--- src/hw/keypad_io_pkg.sv ---
// shared constants and types for the remote keypad i/o port
package keypad_io_pkg;

	// bus geometry: word-only decoding, no lowest address bit
	localparam int ADDR_W = 24;
	localparam int DATA_W = 16;
	localparam int BYTE_W = 8;

	// register byte addresses
	localparam logic [23:0] CTRL_ADDR = 24'h100080;
	localparam logic [23:0] STATUS_ADDR = 24'h100082;

	// control register field positions
	localparam int CTRL_ROUTE_BIT = 0;
	localparam int CTRL_MEAS_BIT = 1;
	localparam int CTRL_MIC_BIT = 6;
	localparam int CTRL_RUN_BIT = 7;

	// control reset value and the bits a write may change
	localparam logic [7:0] CTRL_RESET = 8'h80;
	localparam logic [7:0] CTRL_WRITE_MASK = 8'hc3;

	// key status layout
	localparam int KEY_LINES = 7;
	localparam int STATUS_SPARE_BIT = 3;
	localparam int START_STOP_BIT = 7;
	localparam logic [7:0] STATUS_IDLE = 8'h00;
	localparam logic [7:0] UPPER_BYTE_FILL = 8'h00;

	// keypad line (one..six, start/stop) to status bit position
	localparam logic [2:0] LINE_BIT [0:6] = '{3'h2, 3'h1, 3'h0, 3'h4, 3'h5, 3'h6, 3'h7};

	// status patterns of each key, two bits per ordinary key
	localparam logic [7:0] KEY_LEFT = 8'h44;
	localparam logic [7:0] KEY_RIGHT = 8'h14;
	localparam logic [7:0] KEY_DOWN = 8'h06;
	localparam logic [7:0] KEY_UP = 8'h03;
	localparam logic [7:0] KEY_MENU = 8'h11;
	localparam logic [7:0] KEY_DATA = 8'h60;
	localparam logic [7:0] KEY_LEVEL = 8'h30;
	localparam logic [7:0] KEY_STORE = 8'h42;
	localparam logic [7:0] KEY_PRINT = 8'h22;
	localparam logic [7:0] KEY_CLEAR = 8'h41;
	localparam logic [7:0] KEY_SWEEP = 8'h05;
	localparam logic [7:0] KEY_AIDED = 8'h50;
	localparam logic [7:0] KEY_UNAIDED = 8'h21;
	localparam logic [7:0] KEY_START_STOP = 8'h80;

	// synchroniser depth for pins
	localparam int SYNC_STAGES = 2;

	// bus cycle states, gray along idle -> decode -> serve -> done
	typedef enum logic [1:0]
	{
		BUS_IDLE = 2'b00,
		BUS_DECODE = 2'b01,
		BUS_READ = 2'b11,
		BUS_DONE = 2'b10
	} bus_state_t;

endpackage

--- src/hw/key_sense_cell.sv ---
// one key-sense line: pin synchroniser and set-reset latch
`timescale 1ns/10ps
module key_sense_cell
	import keypad_io_pkg::*;
(
	// clock and reset
	input wire logic clk,
	input wire logic rst_n,
	// keypad pin, low while pressed
	input wire logic line_n,
	// latch clear level from the control register
	input wire logic clear,
	// latched press
	output logic held
);

	logic sync1_ff;
	logic sync2_ff;
	logic held_ff;
	logic nxt_sync1;
	logic nxt_sync2;
	logic nxt_held;
	logic pressed;

	always_comb
	begin
		nxt_sync1 = line_n;
		nxt_sync2 = sync1_ff;
		// a pressed key pulls the line low, so invert
		pressed = ~sync2_ff;
		// set wins over clear so a press during the clear is kept
		if (pressed)
		begin
			nxt_held = 1'b1;
		end
		else if (clear)
		begin
			nxt_held = 1'b0;
		end
		else
		begin
			nxt_held = held_ff;
		end
	end

	always_ff @(posedge clk or negedge rst_n)
	begin
		if (!rst_n)
		begin
			sync1_ff <= 1'b1;
			sync2_ff <= 1'b1;
			held_ff <= 1'b0;
		end
		else
		begin
			sync1_ff <= nxt_sync1;
			sync2_ff <= nxt_sync2;
			held_ff <= nxt_held;
		end
	end

	assign held = held_ff;

endmodule // key_sense_cell

--- src/hw/remote_keypad_io_port.sv ---
// remote keypad i/o port: key status read port and audio/mic control write port
`timescale 1ns/10ps
//
// Operation
// the key status port is read only by a word access and its upper byte carries no meaning.
// status bits 0, 1, 2, 4, 5 and 6 idle at zero, each key sets its own pair, and bit 3 always reads zero.
// status bit 7 goes to one only for the start/stop key or the foot switch.
// data bits 0-7 are the odd byte and 8-15 the even byte, and decoding is word aligned with no lowest address bit.
// the control port is written only by a word access and its upper byte is unused.
// control bit 0 routes the generator to the chamber amplifier at zero and the remote speaker at one.
// control bit 1 picks the chamber microphone at zero and the remote selected microphone at one.
// control bit 6 drives the remote mic select line, probe at zero and reference at one.
// control bit 7 rests at one and the key latches are cleared while software holds it at zero.
// every key-sense line is held by a set-reset latch until the processor clears it.
// latch outputs reach the data bus only through a buffer enabled during a key status read.
// keypad lines are low when pressed and are inverted so a press reads as one.
// keys map to status bit pairs as left 2+6, right 2+4, down 2+1, up 1+0, menu 0+4, data 5+6, level 4+5,
//      store 1+6, print 1+5, clear 0+6, sweep 2+0, aided 4+6, unaided 0+5, with 2+5 and 1+4 unused.
// writes to control bits 2-5 and the upper byte do nothing, and bit 7 comes out of reset at one.
module remote_keypad_io_port
	import keypad_io_pkg::*;
(
	// clock and reset
	input wire logic CLK,
	input wire logic RST_N,
	// host system bus, asynchronous to CLK
	input wire logic [ADDR_W-1:1] ADDR,
	input wire logic AS_N,
	input wire logic RW,
	input wire logic UDS_N,
	input wire logic LDS_N,
	// host data bus, split two-way pin
	input wire logic [DATA_W-1:0] DATA_IN,
	output logic [DATA_W-1:0] DATA_OUT,
	output logic DATA_OE_N,
	// remote keypad pins, low while pressed
	input wire logic KEYPAD_LINE_ONE_N,
	input wire logic KEYPAD_LINE_TWO_N,
	input wire logic KEYPAD_LINE_THREE_N,
	input wire logic KEYPAD_LINE_FOUR_N,
	input wire logic KEYPAD_LINE_FIVE_N,
	input wire logic KEYPAD_LINE_SIX_N,
	input wire logic START_STOP_LINE_N,
	// audio and microphone steering
	output logic AUDIO_TO_REMOTE_SPEAKER,
	output logic MEAS_FROM_REMOTE_MIC,
	output logic REMOTE_MIC_SELECT,
	output logic KEY_LATCH_RUN
);

	// address, data, direction and both byte strobes cross as one word
	localparam int BUS_SYNC_W = (ADDR_W - 1) + DATA_W + 4;

	// bus synchroniser
	logic [BUS_SYNC_W-1:0] bus_s1_ff;
	logic [BUS_SYNC_W-1:0] bus_s2_ff;
	logic [BUS_SYNC_W-1:0] nxt_bus_s1;
	logic [BUS_SYNC_W-1:0] nxt_bus_s2;

	// synchronised bus fields
	logic [ADDR_W-1:1] addr_s;
	logic [DATA_W-1:0] data_s;
	logic as_act_s;
	logic rw_s;
	logic uds_act_s;
	logic lds_act_s;

	// bus cycle tracking
	bus_state_t state_ff;
	bus_state_t nxt_state;
	logic as_prev_ff;
	logic nxt_as_prev;
	logic [DATA_W-1:0] dout_ff;
	logic [DATA_W-1:0] nxt_dout;
	logic oe_n_ff;
	logic nxt_oe_n;

	// control register
	logic [BYTE_W-1:0] ctrl_ff;
	logic [BYTE_W-1:0] nxt_ctrl;

	// decode terms
	logic word_access;
	logic hit_ctrl;
	logic hit_status;
	logic cycle_start;
	// requests from the bus cycle: rd_open to the data path for the whole status read, ctrl_wr to the control register for one cycle
	logic rd_open;
	logic ctrl_wr;

	// keypad
	logic [KEY_LINES-1:0] lines_n;
	logic [KEY_LINES-1:0] held;
	logic [BYTE_W-1:0] status_vec;
	logic latch_clear;

	// bus pins cross into CLK through two flip-flops
	always_comb
	begin
		nxt_bus_s1 = {ADDR, DATA_IN, ~AS_N, RW, ~UDS_N, ~LDS_N};
		nxt_bus_s2 = bus_s1_ff;
	end

	always_ff @(posedge CLK or negedge RST_N)
	begin
		if (!RST_N)
		begin
			bus_s1_ff <= '0;
			bus_s2_ff <= '0;
		end
		else
		begin
			bus_s1_ff <= nxt_bus_s1;
			bus_s2_ff <= nxt_bus_s2;
		end
	end

	assign addr_s = bus_s2_ff[BUS_SYNC_W-1 -: ADDR_W-1];
	assign data_s = bus_s2_ff[DATA_W+3:4];
	assign as_act_s = bus_s2_ff[3];
	assign rw_s = bus_s2_ff[2];
	assign uds_act_s = bus_s2_ff[1];
	assign lds_act_s = bus_s2_ff[0];

	// both byte strobes together make a word access; byte accesses are ignored
	assign word_access = uds_act_s & lds_act_s;

	// no lowest address bit: compare the word address only
	assign hit_ctrl = (addr_s == CTRL_ADDR[ADDR_W-1:1]);
	assign hit_status = (addr_s == STATUS_ADDR[ADDR_W-1:1]);

	// address and data must be stable one extra cycle before decode
	assign cycle_start = as_act_s & as_prev_ff;

	// keypad lines gathered in line order, start/stop last
	assign lines_n = {START_STOP_LINE_N, KEYPAD_LINE_SIX_N, KEYPAD_LINE_FIVE_N, KEYPAD_LINE_FOUR_N,
		KEYPAD_LINE_THREE_N, KEYPAD_LINE_TWO_N, KEYPAD_LINE_ONE_N};

	// clear is a level: while the run bit is low, latches stay empty except for keys still pressed
	assign latch_clear = ~ctrl_ff[CTRL_RUN_BIT];

	genvar gi;
	generate
		for (gi = 0; gi < KEY_LINES; gi = gi + 1)
		begin : g_key
			key_sense_cell u_cell
			(
				.clk(CLK),
				.rst_n(RST_N),
				.line_n(lines_n[gi]),
				.clear(latch_clear),
				.held(held[gi])
			);
			// line-to-bit wiring makes each ordinary key land on its own bit pair
			assign status_vec[LINE_BIT[gi]] = held[gi];
		end
	endgenerate

	// spare bit never set
	assign status_vec[STATUS_SPARE_BIT] = 1'b0;

	// bus cycle tracking
	always_comb
	begin
		nxt_state = state_ff;
		nxt_as_prev = as_act_s;
		rd_open = 1'b0;
		ctrl_wr = 1'b0;
		// one access per strobe low period; done waits for the strobe to end
		case (state_ff)
			BUS_IDLE:
			begin
				if (cycle_start)
				begin
					nxt_state = BUS_DECODE;
				end
			end
			BUS_DECODE:
			begin
				if (!as_act_s)
				begin
					nxt_state = BUS_IDLE;
				end
				else if (rw_s && word_access && hit_status)
				begin
					// buffer opens only for a word read of the status port
					nxt_state = BUS_READ;
					rd_open = 1'b1;
				end
				else if (!rw_s && word_access && hit_ctrl)
				begin
					ctrl_wr = 1'b1;
					nxt_state = BUS_DONE;
				end
				else
				begin
					// byte access or unmapped: no answer, no change
					nxt_state = BUS_DONE;
				end
			end
			BUS_READ:
			begin
				if (!as_act_s)
				begin
					// leave through done so the read path stays gray coded
					nxt_state = BUS_DONE;
				end
				else
				begin
					// keep presenting live latch state until the strobe ends
					rd_open = 1'b1;
				end
			end
			BUS_DONE:
			begin
				if (!as_act_s)
				begin
					nxt_state = BUS_IDLE;
				end
			end
			default:
			begin
				nxt_state = BUS_IDLE;
			end
		endcase
	end

	always_ff @(posedge CLK or negedge RST_N)
	begin
		if (!RST_N)
		begin
			state_ff <= BUS_IDLE;
			as_prev_ff <= 1'b0;
		end
		else
		begin
			state_ff <= nxt_state;
			as_prev_ff <= nxt_as_prev;
		end
	end

	// read data path: the buffer drives only while a status read stands
	always_comb
	begin
		nxt_oe_n = ~rd_open;
		// bus released: no stale data left behind the buffer
		nxt_dout = {UPPER_BYTE_FILL, STATUS_IDLE};
		if (rd_open)
		begin
			// refreshed every cycle, so a press during the read still shows
			// status rides the odd byte; even byte carries no meaning
			nxt_dout = {UPPER_BYTE_FILL, status_vec};
		end
	end

	always_ff @(posedge CLK or negedge RST_N)
	begin
		if (!RST_N)
		begin
			dout_ff <= '0;
			oe_n_ff <= 1'b1;
		end
		else
		begin
			dout_ff <= nxt_dout;
			oe_n_ff <= nxt_oe_n;
		end
	end

	// control register: only the routing, mic and run bits take a write
	always_comb
	begin
		nxt_ctrl = ctrl_ff;
		if (ctrl_wr)
		begin
			// spare bits keep their zero, so they never read back set
			nxt_ctrl = (ctrl_ff & ~CTRL_WRITE_MASK) | (data_s[BYTE_W-1:0] & CTRL_WRITE_MASK);
		end
	end

	always_ff @(posedge CLK or negedge RST_N)
	begin
		if (!RST_N)
		begin
			// run bit starts high so the latches are not held clear
			ctrl_ff <= CTRL_RESET;
		end
		else
		begin
			ctrl_ff <= nxt_ctrl;
		end
	end

	// outputs straight from registers
	assign DATA_OUT = dout_ff;
	assign DATA_OE_N = oe_n_ff;
	assign AUDIO_TO_REMOTE_SPEAKER = ctrl_ff[CTRL_ROUTE_BIT];
	assign MEAS_FROM_REMOTE_MIC = ctrl_ff[CTRL_MEAS_BIT];
	assign REMOTE_MIC_SELECT = ctrl_ff[CTRL_MIC_BIT];
	assign KEY_LATCH_RUN = ctrl_ff[CTRL_RUN_BIT];

endmodule // remote_keypad_io_port

--- config.mk ---
export PLATFORM = sky130hd
export DESIGN_NAME = remote_keypad_io_port
export DESIGN_NICKNAME = d
export VERILOG_FILES = /design/src/hw/keypad_io_pkg.sv /design/src/hw/key_sense_cell.sv /design/src/hw/remote_keypad_io_port.sv
export SDC_FILE = /design/constraint.sdc
export NUM_CORES = 1
export LEC_CHECK = 0
export BUFFER_PORTS_ARGS = -buffer_cell sky130_fd_sc_hd__buf_2
export CAP_MARGIN = 20
export CORE_MARGIN = 2
export CORE_UTILIZATION = 30
export DETAILED_ROUTE_END_ITERATION = 7
export HOLD_SLACK_MARGIN = 0.03
export PLACE_DENSITY = 0.52
export SETUP_SLACK_MARGIN = 0.2
export SLEW_MARGIN = 20
export SYNTH_ARGS = -nofsm -noshare
export SYNTH_HDL_FRONTEND = slang
export SYNTH_SLANG_ARGS = --single-unit
--- constraint.sdc ---
create_clock -name CLK -period 4.5 [get_ports CLK]
set_input_delay 0.45 -clock CLK [delete_from_list [all_inputs] [get_ports CLK]]
set_output_delay 0.45 -clock CLK [all_outputs]
set_load 0.05 [all_outputs]
# --- Word-level counts from Yosys, hierarchy flattened ---
# Cells that the tools add are included.
word_totals:
  regBits: 127
  in_bits: 52
  out_inout_bits: 21
classes:
  eq_ne: 15
  n_mux: 23
  bitwise_logic: 7
  reduce_logical: 7
ops:
  columns: ["cell", "n"]
  rows:
  - ["$eq 23x20->1 const B", 2]
  - ["$ne 2x2->1 const B", 10]
  - ["$mux 1", 16]
  - ["$mux 2", 4]
  - ["$mux 8", 1]
  - ["$or 6x8->8", 1]
  - ["$pmux 2 s4", 1]
  - ["$eq 2x2->1 const B", 2]
  - ["$logic_and 1x1->1", 4]
  - ["$not 1->1", 4]
  - ["$reduce_and 3->1", 1]
  - ["$and 1x1->1", 2]
  - ["$eq 2x1->1 const B", 1]
  - ["$logic_not 2->1", 1]
  - ["$pmux 1 s2", 1]
  - ["$logic_not 1->1", 1]

# --- Depth between registers and ports, before layout ---
depth:
  word_depth: 7
  depth_mapped: 4
  depth_no_buf: 4

# --- Modules after synthesis ---
# Synthesis repeated with hierarchy kept, for this count alone.
unflattened:
  cells_unflattened: 162
  hier_area_um2: 2926.6
modules_own_cells:
  columns: ["mod", "instances", "cells_each", "area_each_um2", "seq_area_each_um2"]
  rows:
  - ["remote_keypad_io_port", 1, 127, 2296.0, 1929.4]
  - ["key_sense_cell", 7, 5, 90.1, 77.6]

# --- Least setup slack after synthesis ---
# OpenSTA, ideal clock, no wires.
synth_path:
  path_kind: "flip-flop to flip-flop"
  from: "register bus_s2_ff[30]"
  to: "register ctrl_ff[0]"
  arrival_ns: 1.510
  t_required_ns: 4.375
  path_slack_ns: 2.866
  stages_incl_launch_ff: 5
  path_buffers: 0
  synth_period_minus_slack_ns: 1.634
  cell_sequence: "dfrtp_1 -> nor4_1 -> nand4_1 -> nor4_4 -> mux2_2"
synth_via:
  elab_chain_len: 6
synth_lines:
  columns: ["item", "line_no", "source"]
  rows:
  - ["start: declaration", "remote_keypad_io_port.sv:56", "logic [BUS_SYNC_W-1:0] bus_s2_ff;"]
  - ["start signal: assignment", "remote_keypad_io_port.sv:114", "bus_s2_ff <= nxt_bus_s2;"]
  - ["$eq 23x20->1", "remote_keypad_io_port.sv:129", "assign hit_ctrl = (addr_s == CTRL_ADDR[ADDR_W-1:1]);"]
  - ["$logic_and 1x1->1", "remote_keypad_io_port.sv:190", "else if (!rw_s && word_access && hit_ctrl)"]
  - ["$mux 1", "remote_keypad_io_port.sv:190", null]
  - ["$mux 1 *", "remote_keypad_io_port.sv:184", "else if (rw_s && word_access && hit_status)"]
  - ["$mux 1 *", "remote_keypad_io_port.sv:180", "if (!as_act_s)"]
  - ["$mux 1 *", "remote_keypad_io_port.sv:170", "case (state_ff)"]
  - ["end signal: assignment", "remote_keypad_io_port.sv:290", "ctrl_ff <= nxt_ctrl;"]
  - ["end: declaration", "remote_keypad_io_port.sv:79", "logic [BYTE_W-1:0] ctrl_ff;"]
# Mark *: on every way between the ends. The rest lies on a longest branch, timed or not.
# A chain may end at the register's enable or synchronous reset.

# --- Worst setup path after layout ---
layout_path:
  from: "register bus_s2_ff[29]"
  to: "register ctrl_ff[6]"
# Same word-level chain as after synthesis.

==> results.yml <==
global_routing:
  overflow_left_after_global_routing: 0
  grt_pass1_vias: 1303
  grt_pass1_wl_mm: 6.35
  groute.usage.overall: 0.0866
  maximum_number_of_pins_on_one_net_before_global_route_repair: 59
  antenna_found_initial: 0
setup_path:
  timing.critical_path.slowest_cell_delay_ps: 440
  critical_path.endpoint_type: "register"
  cp.required_ps: 4740
  rrSetupSlack_ps: 2560
  critical-path-slowest-cell: "sky130_fd_sc_hd__nor4_4"
  cp-start-kind: "register"
  worstSetupPathType: "reg2reg"
  critical_path.cell_chain: "nor4_1, nand4_1, nor4_4, mux2_2"
  crit_arrival_ps: 2180
  critPathMaxFanout: 4
floorplan:
  placement_rows: 35
  floorplan.initialDensity: 0.309
  fp.dieArea_um2: 10300
  die-width_um: 102
  dieHeight_um: 102
  core_area_um2: 9240
  ios: 73
drt:
  drt_pre_antenna_iters: 3
  detailroute.via_count: 1338
  ant_nets: 0
  initial_drc_count: 43
  drc: 0
  wl_mm: 3.98
  avgRoutedWirePerCell_um: 11.2
  avgViaCountPerCell: 3.77
logic_synthesis:
  post-synth-top-area-cell: "sky130_fd_sc_hd__dfrtp_1"
  post_synth_inst_count: 160
  synth.yosys.seq_area_share: 0.865
  synth_area_leaders: "sky130_fd_sc_hd__dfrtp_1 (72%), sky130_fd_sc_hd__dfstp_2 (15%), sky130_fd_sc_hd__buf_4 (2.4%), sky130_fd_sc_hd__nand2_1 (2.2%), sky130_fd_sc_hd__mux2_2 (1.6%)"
  postSynthAreaPerCell_um2: 17.9
  synth_largest_type_area_fraction: 0.718
  yosysWarnings: 0
  ys_seq_elements: 98
  syn-cell-area_um2: 2860
  synth.lib_cells_used.distinct: 20
clock_tree:
  cts_hold_bufs: 0
  cts-root-to-sink-buffers: 2
  insertion_delay_ps: 350
  tritoncts: "done"
  cts_sinks: 98
  tritoncts.num_buffers: 9
  clock_tree.root_cell: "sky130_fd_sc_hd__clkbuf_8"
  post_cts_resized: 0
  clk_transition_reported_paths_ps: 80
  ctsHtreeMaxLevel: 3
  setup_fix_buffers_added_after_clock_tree_synthesis: 0
job:
  max-cap-violations: 0
timing:
  report.final.slew_viol_count: 0
  worst-slew-pin-transition_ps: 682
  timing.max_slew.rel_slack: 0.546
  clock_skew_ps: 12.4
  grt_setup_unrepaired: "false"
  final-setup-viol-count: 0
  final.period_utilization: 0.431
  hold_viol: 0
  post-route-worst-setup-slack_ps: 2560
  fin_setup_tns_ps: 0
  fmax_mhz: 516
  period_minus_slack_ps: 1940
  holdWs_ps: 137
cells_and_area:
  n_antenna_cell: 0
  filler_cell_count: 895
  flow.area_growth_from_synthesis_pct: 19.8
  layout-drive-gt1-share: 0.394
  final_core_utilization: 0.370
  final_nets: 273
place:
  gp_congestion: 0.652
  detailedPlace.worstSlack_ps: 2460
  placement.io_buffers: 51
  dp.final_hpwl_mm: 2.70
power_and_ir_drop:
  power_per_cell_area_nw_per_um2: 459
  p_leak_nw: 1.62
  peakVddDrop_uv: 221
worst_hold_path:
  worstHoldPathType: "in2async"
run_status:
  status: "finished clean"
==> worst max-delay path, delay by kind of cell, from the launching register on <==
| family | cells | cell delay (ps) |
|---|---|---|
| and+or+nand+nor | 3 | 1080 |
| muxes | 1 | 380 |
| DFF | 1 | 370 |
==> layer usage <==
| metal | wire length, um | track usage | vias up |
|---|---|---|---|
| met1 | 1690 | 0.105 | 671 |
| met5 | 0 | 0 | - |
| met2 | 1980 | 0.128 | 41 |
| met4 | 116 | 0.0593 | 0 |
| met3 | 197 | 0.0338 | 9 |
| li1 | - | - | 617 |
==> cell usage in the layout (no fill, tap or decap) <==
cell type / Yosys / routed
sky130_fd_sc_hd__and2_1: 7 / 7
sky130_fd_sc_hd__buf_2: 0 / 50
sky130_fd_sc_hd__buf_4: 9 / 2
sky130_fd_sc_hd__clkbuf_1: 1 / 1
sky130_fd_sc_hd__clkbuf_8: 0 / 10
sky130_fd_sc_hd__clkinv_2: 0 / 1
sky130_fd_sc_hd__clkinv_4: 0 / 2
sky130_fd_sc_hd__clkinvlp_4: 0 / 1
sky130_fd_sc_hd__conb_1: 1 / 9
sky130_fd_sc_hd__dfrtp_1: 82 / 82
sky130_fd_sc_hd__dfstp_2: 16 / 16
sky130_fd_sc_hd__inv_1: 5 / 5
sky130_fd_sc_hd__inv_6: 0 / 1
sky130_fd_sc_hd__mux2_2: 4 / 4
sky130_fd_sc_hd__nand2_1: 17 / 17
sky130_fd_sc_hd__nand3_1: 3 / 3
sky130_fd_sc_hd__nand4_1: 1 / 1
sky130_fd_sc_hd__nor3_1: 1 / 1
sky130_fd_sc_hd__nor3b_1: 1 / 1
sky130_fd_sc_hd__nor4_1: 3 / 3
sky130_fd_sc_hd__nor4_4: 1 / 1
sky130_fd_sc_hd__nor4b_1: 1 / 1
sky130_fd_sc_hd__nor4bb_1: 2 / 2
sky130_fd_sc_hd__o21ai_0: 3 / 3
sky130_fd_sc_hd__o22a_1: 1 / 1
sky130_fd_sc_hd__o31ai_2: 1 / 1
==> Yosys cell counts <==
master and number:
sky130_fd_sc_hd__o21ai_0 3, sky130_fd_sc_hd__dfstp_2 16, sky130_fd_sc_hd__nor4bb_1 2, sky130_fd_sc_hd__nor4b_1 1, sky130_fd_sc_hd__nand2_1 17, sky130_fd_sc_hd__inv_1 5
sky130_fd_sc_hd__conb_1 1, sky130_fd_sc_hd__nand4_1 1, sky130_fd_sc_hd__nor4_4 1, sky130_fd_sc_hd__mux2_2 4, sky130_fd_sc_hd__nor3b_1 1, sky130_fd_sc_hd__nor4_1 3
sky130_fd_sc_hd__nand3_1 3, sky130_fd_sc_hd__clkbuf_1 1, sky130_fd_sc_hd__dfrtp_1 82, sky130_fd_sc_hd__nor3_1 1, sky130_fd_sc_hd__o31ai_2 1, sky130_fd_sc_hd__and2_1 7
sky130_fd_sc_hd__buf_4 9, sky130_fd_sc_hd__o22a_1 1
==> through the flow <==
step	instances	total power [W]	instance area, um^2
6_report	355	0.00157	3420
5_1_grt	355	0.00166	3420
4_1_cts	355	0.00160	3420
3_5_place_dp	339	0.00109	3240
3_3_place_gp	339	0.00109	3240
2_1_floorplan	168	0.00104	2890
==> final cells by class <==
cell class                 count  area (um^2)  area share
clock buffer                  11          141      0.0413
timing repair buffer          52          265      0.0775
tap                          129          161      0.0471
sequential                    98         2470       0.722
multi-input combinational     55          325      0.0950
inverter                       5         18.8     0.00548
clock inverter                 5         38.8      0.0113
==> cells by family after synthesis <==
logic type / synth area share
other cells: 0.00131
simple gates: 0.0736
mux: 0.0158
flops: 0.865
compound gates: 0.0127
buf+inv: 0.0315
==> sequential cells by signal (all words and copies together), names as in the netlist <==
name,count
g_key.u_cell.held,7
g_key.u_cell.sync2_ff,7
DATA_OE_N,1
state_ff,2
bus_s1_ff,31
DATA_OUT,7
g_key.u_cell.nxt_sync2,7
ctrl_ff,4
bus_s2_ff,31
as_prev_ff,1
==> path summary, 6_finish.rpt <==
kind | from | endpoint | cells past startpoint
setup / recovery | bus_s2_ff[29]$_DFF_PN0_ | ctrl_ff[6]$_DFFE_PN0P_ | 4
hold / removal | RST_N | g_key[4].u_cell.held$_DFFE_PN0P_ | 1
setup reg to reg | bus_s2_ff[29]$_DFF_PN0_ | ctrl_ff[6]$_DFFE_PN0P_ | 4
hold reg to reg | bus_s1_ff[23]$_DFF_PN0_ | bus_s2_ff[23]$_DFF_PN0_ | 0
max in group asynchronous | RST_N | g_key[0].u_cell.nxt_sync2$_DFF_PN1_ | 2
min in group CLK | KEYPAD_LINE_TWO_N | g_key[1].u_cell.nxt_sync2$_DFF_PN1_ | 1
==> power by group <==
group / internal [W] / switching, W
Combinational: 0.0000331 / 0.0000754
Clock: 0.000219 / 0.000284
Sequential: 0.000938 / 0.0000234
Power figures use the tool's default switching activity.
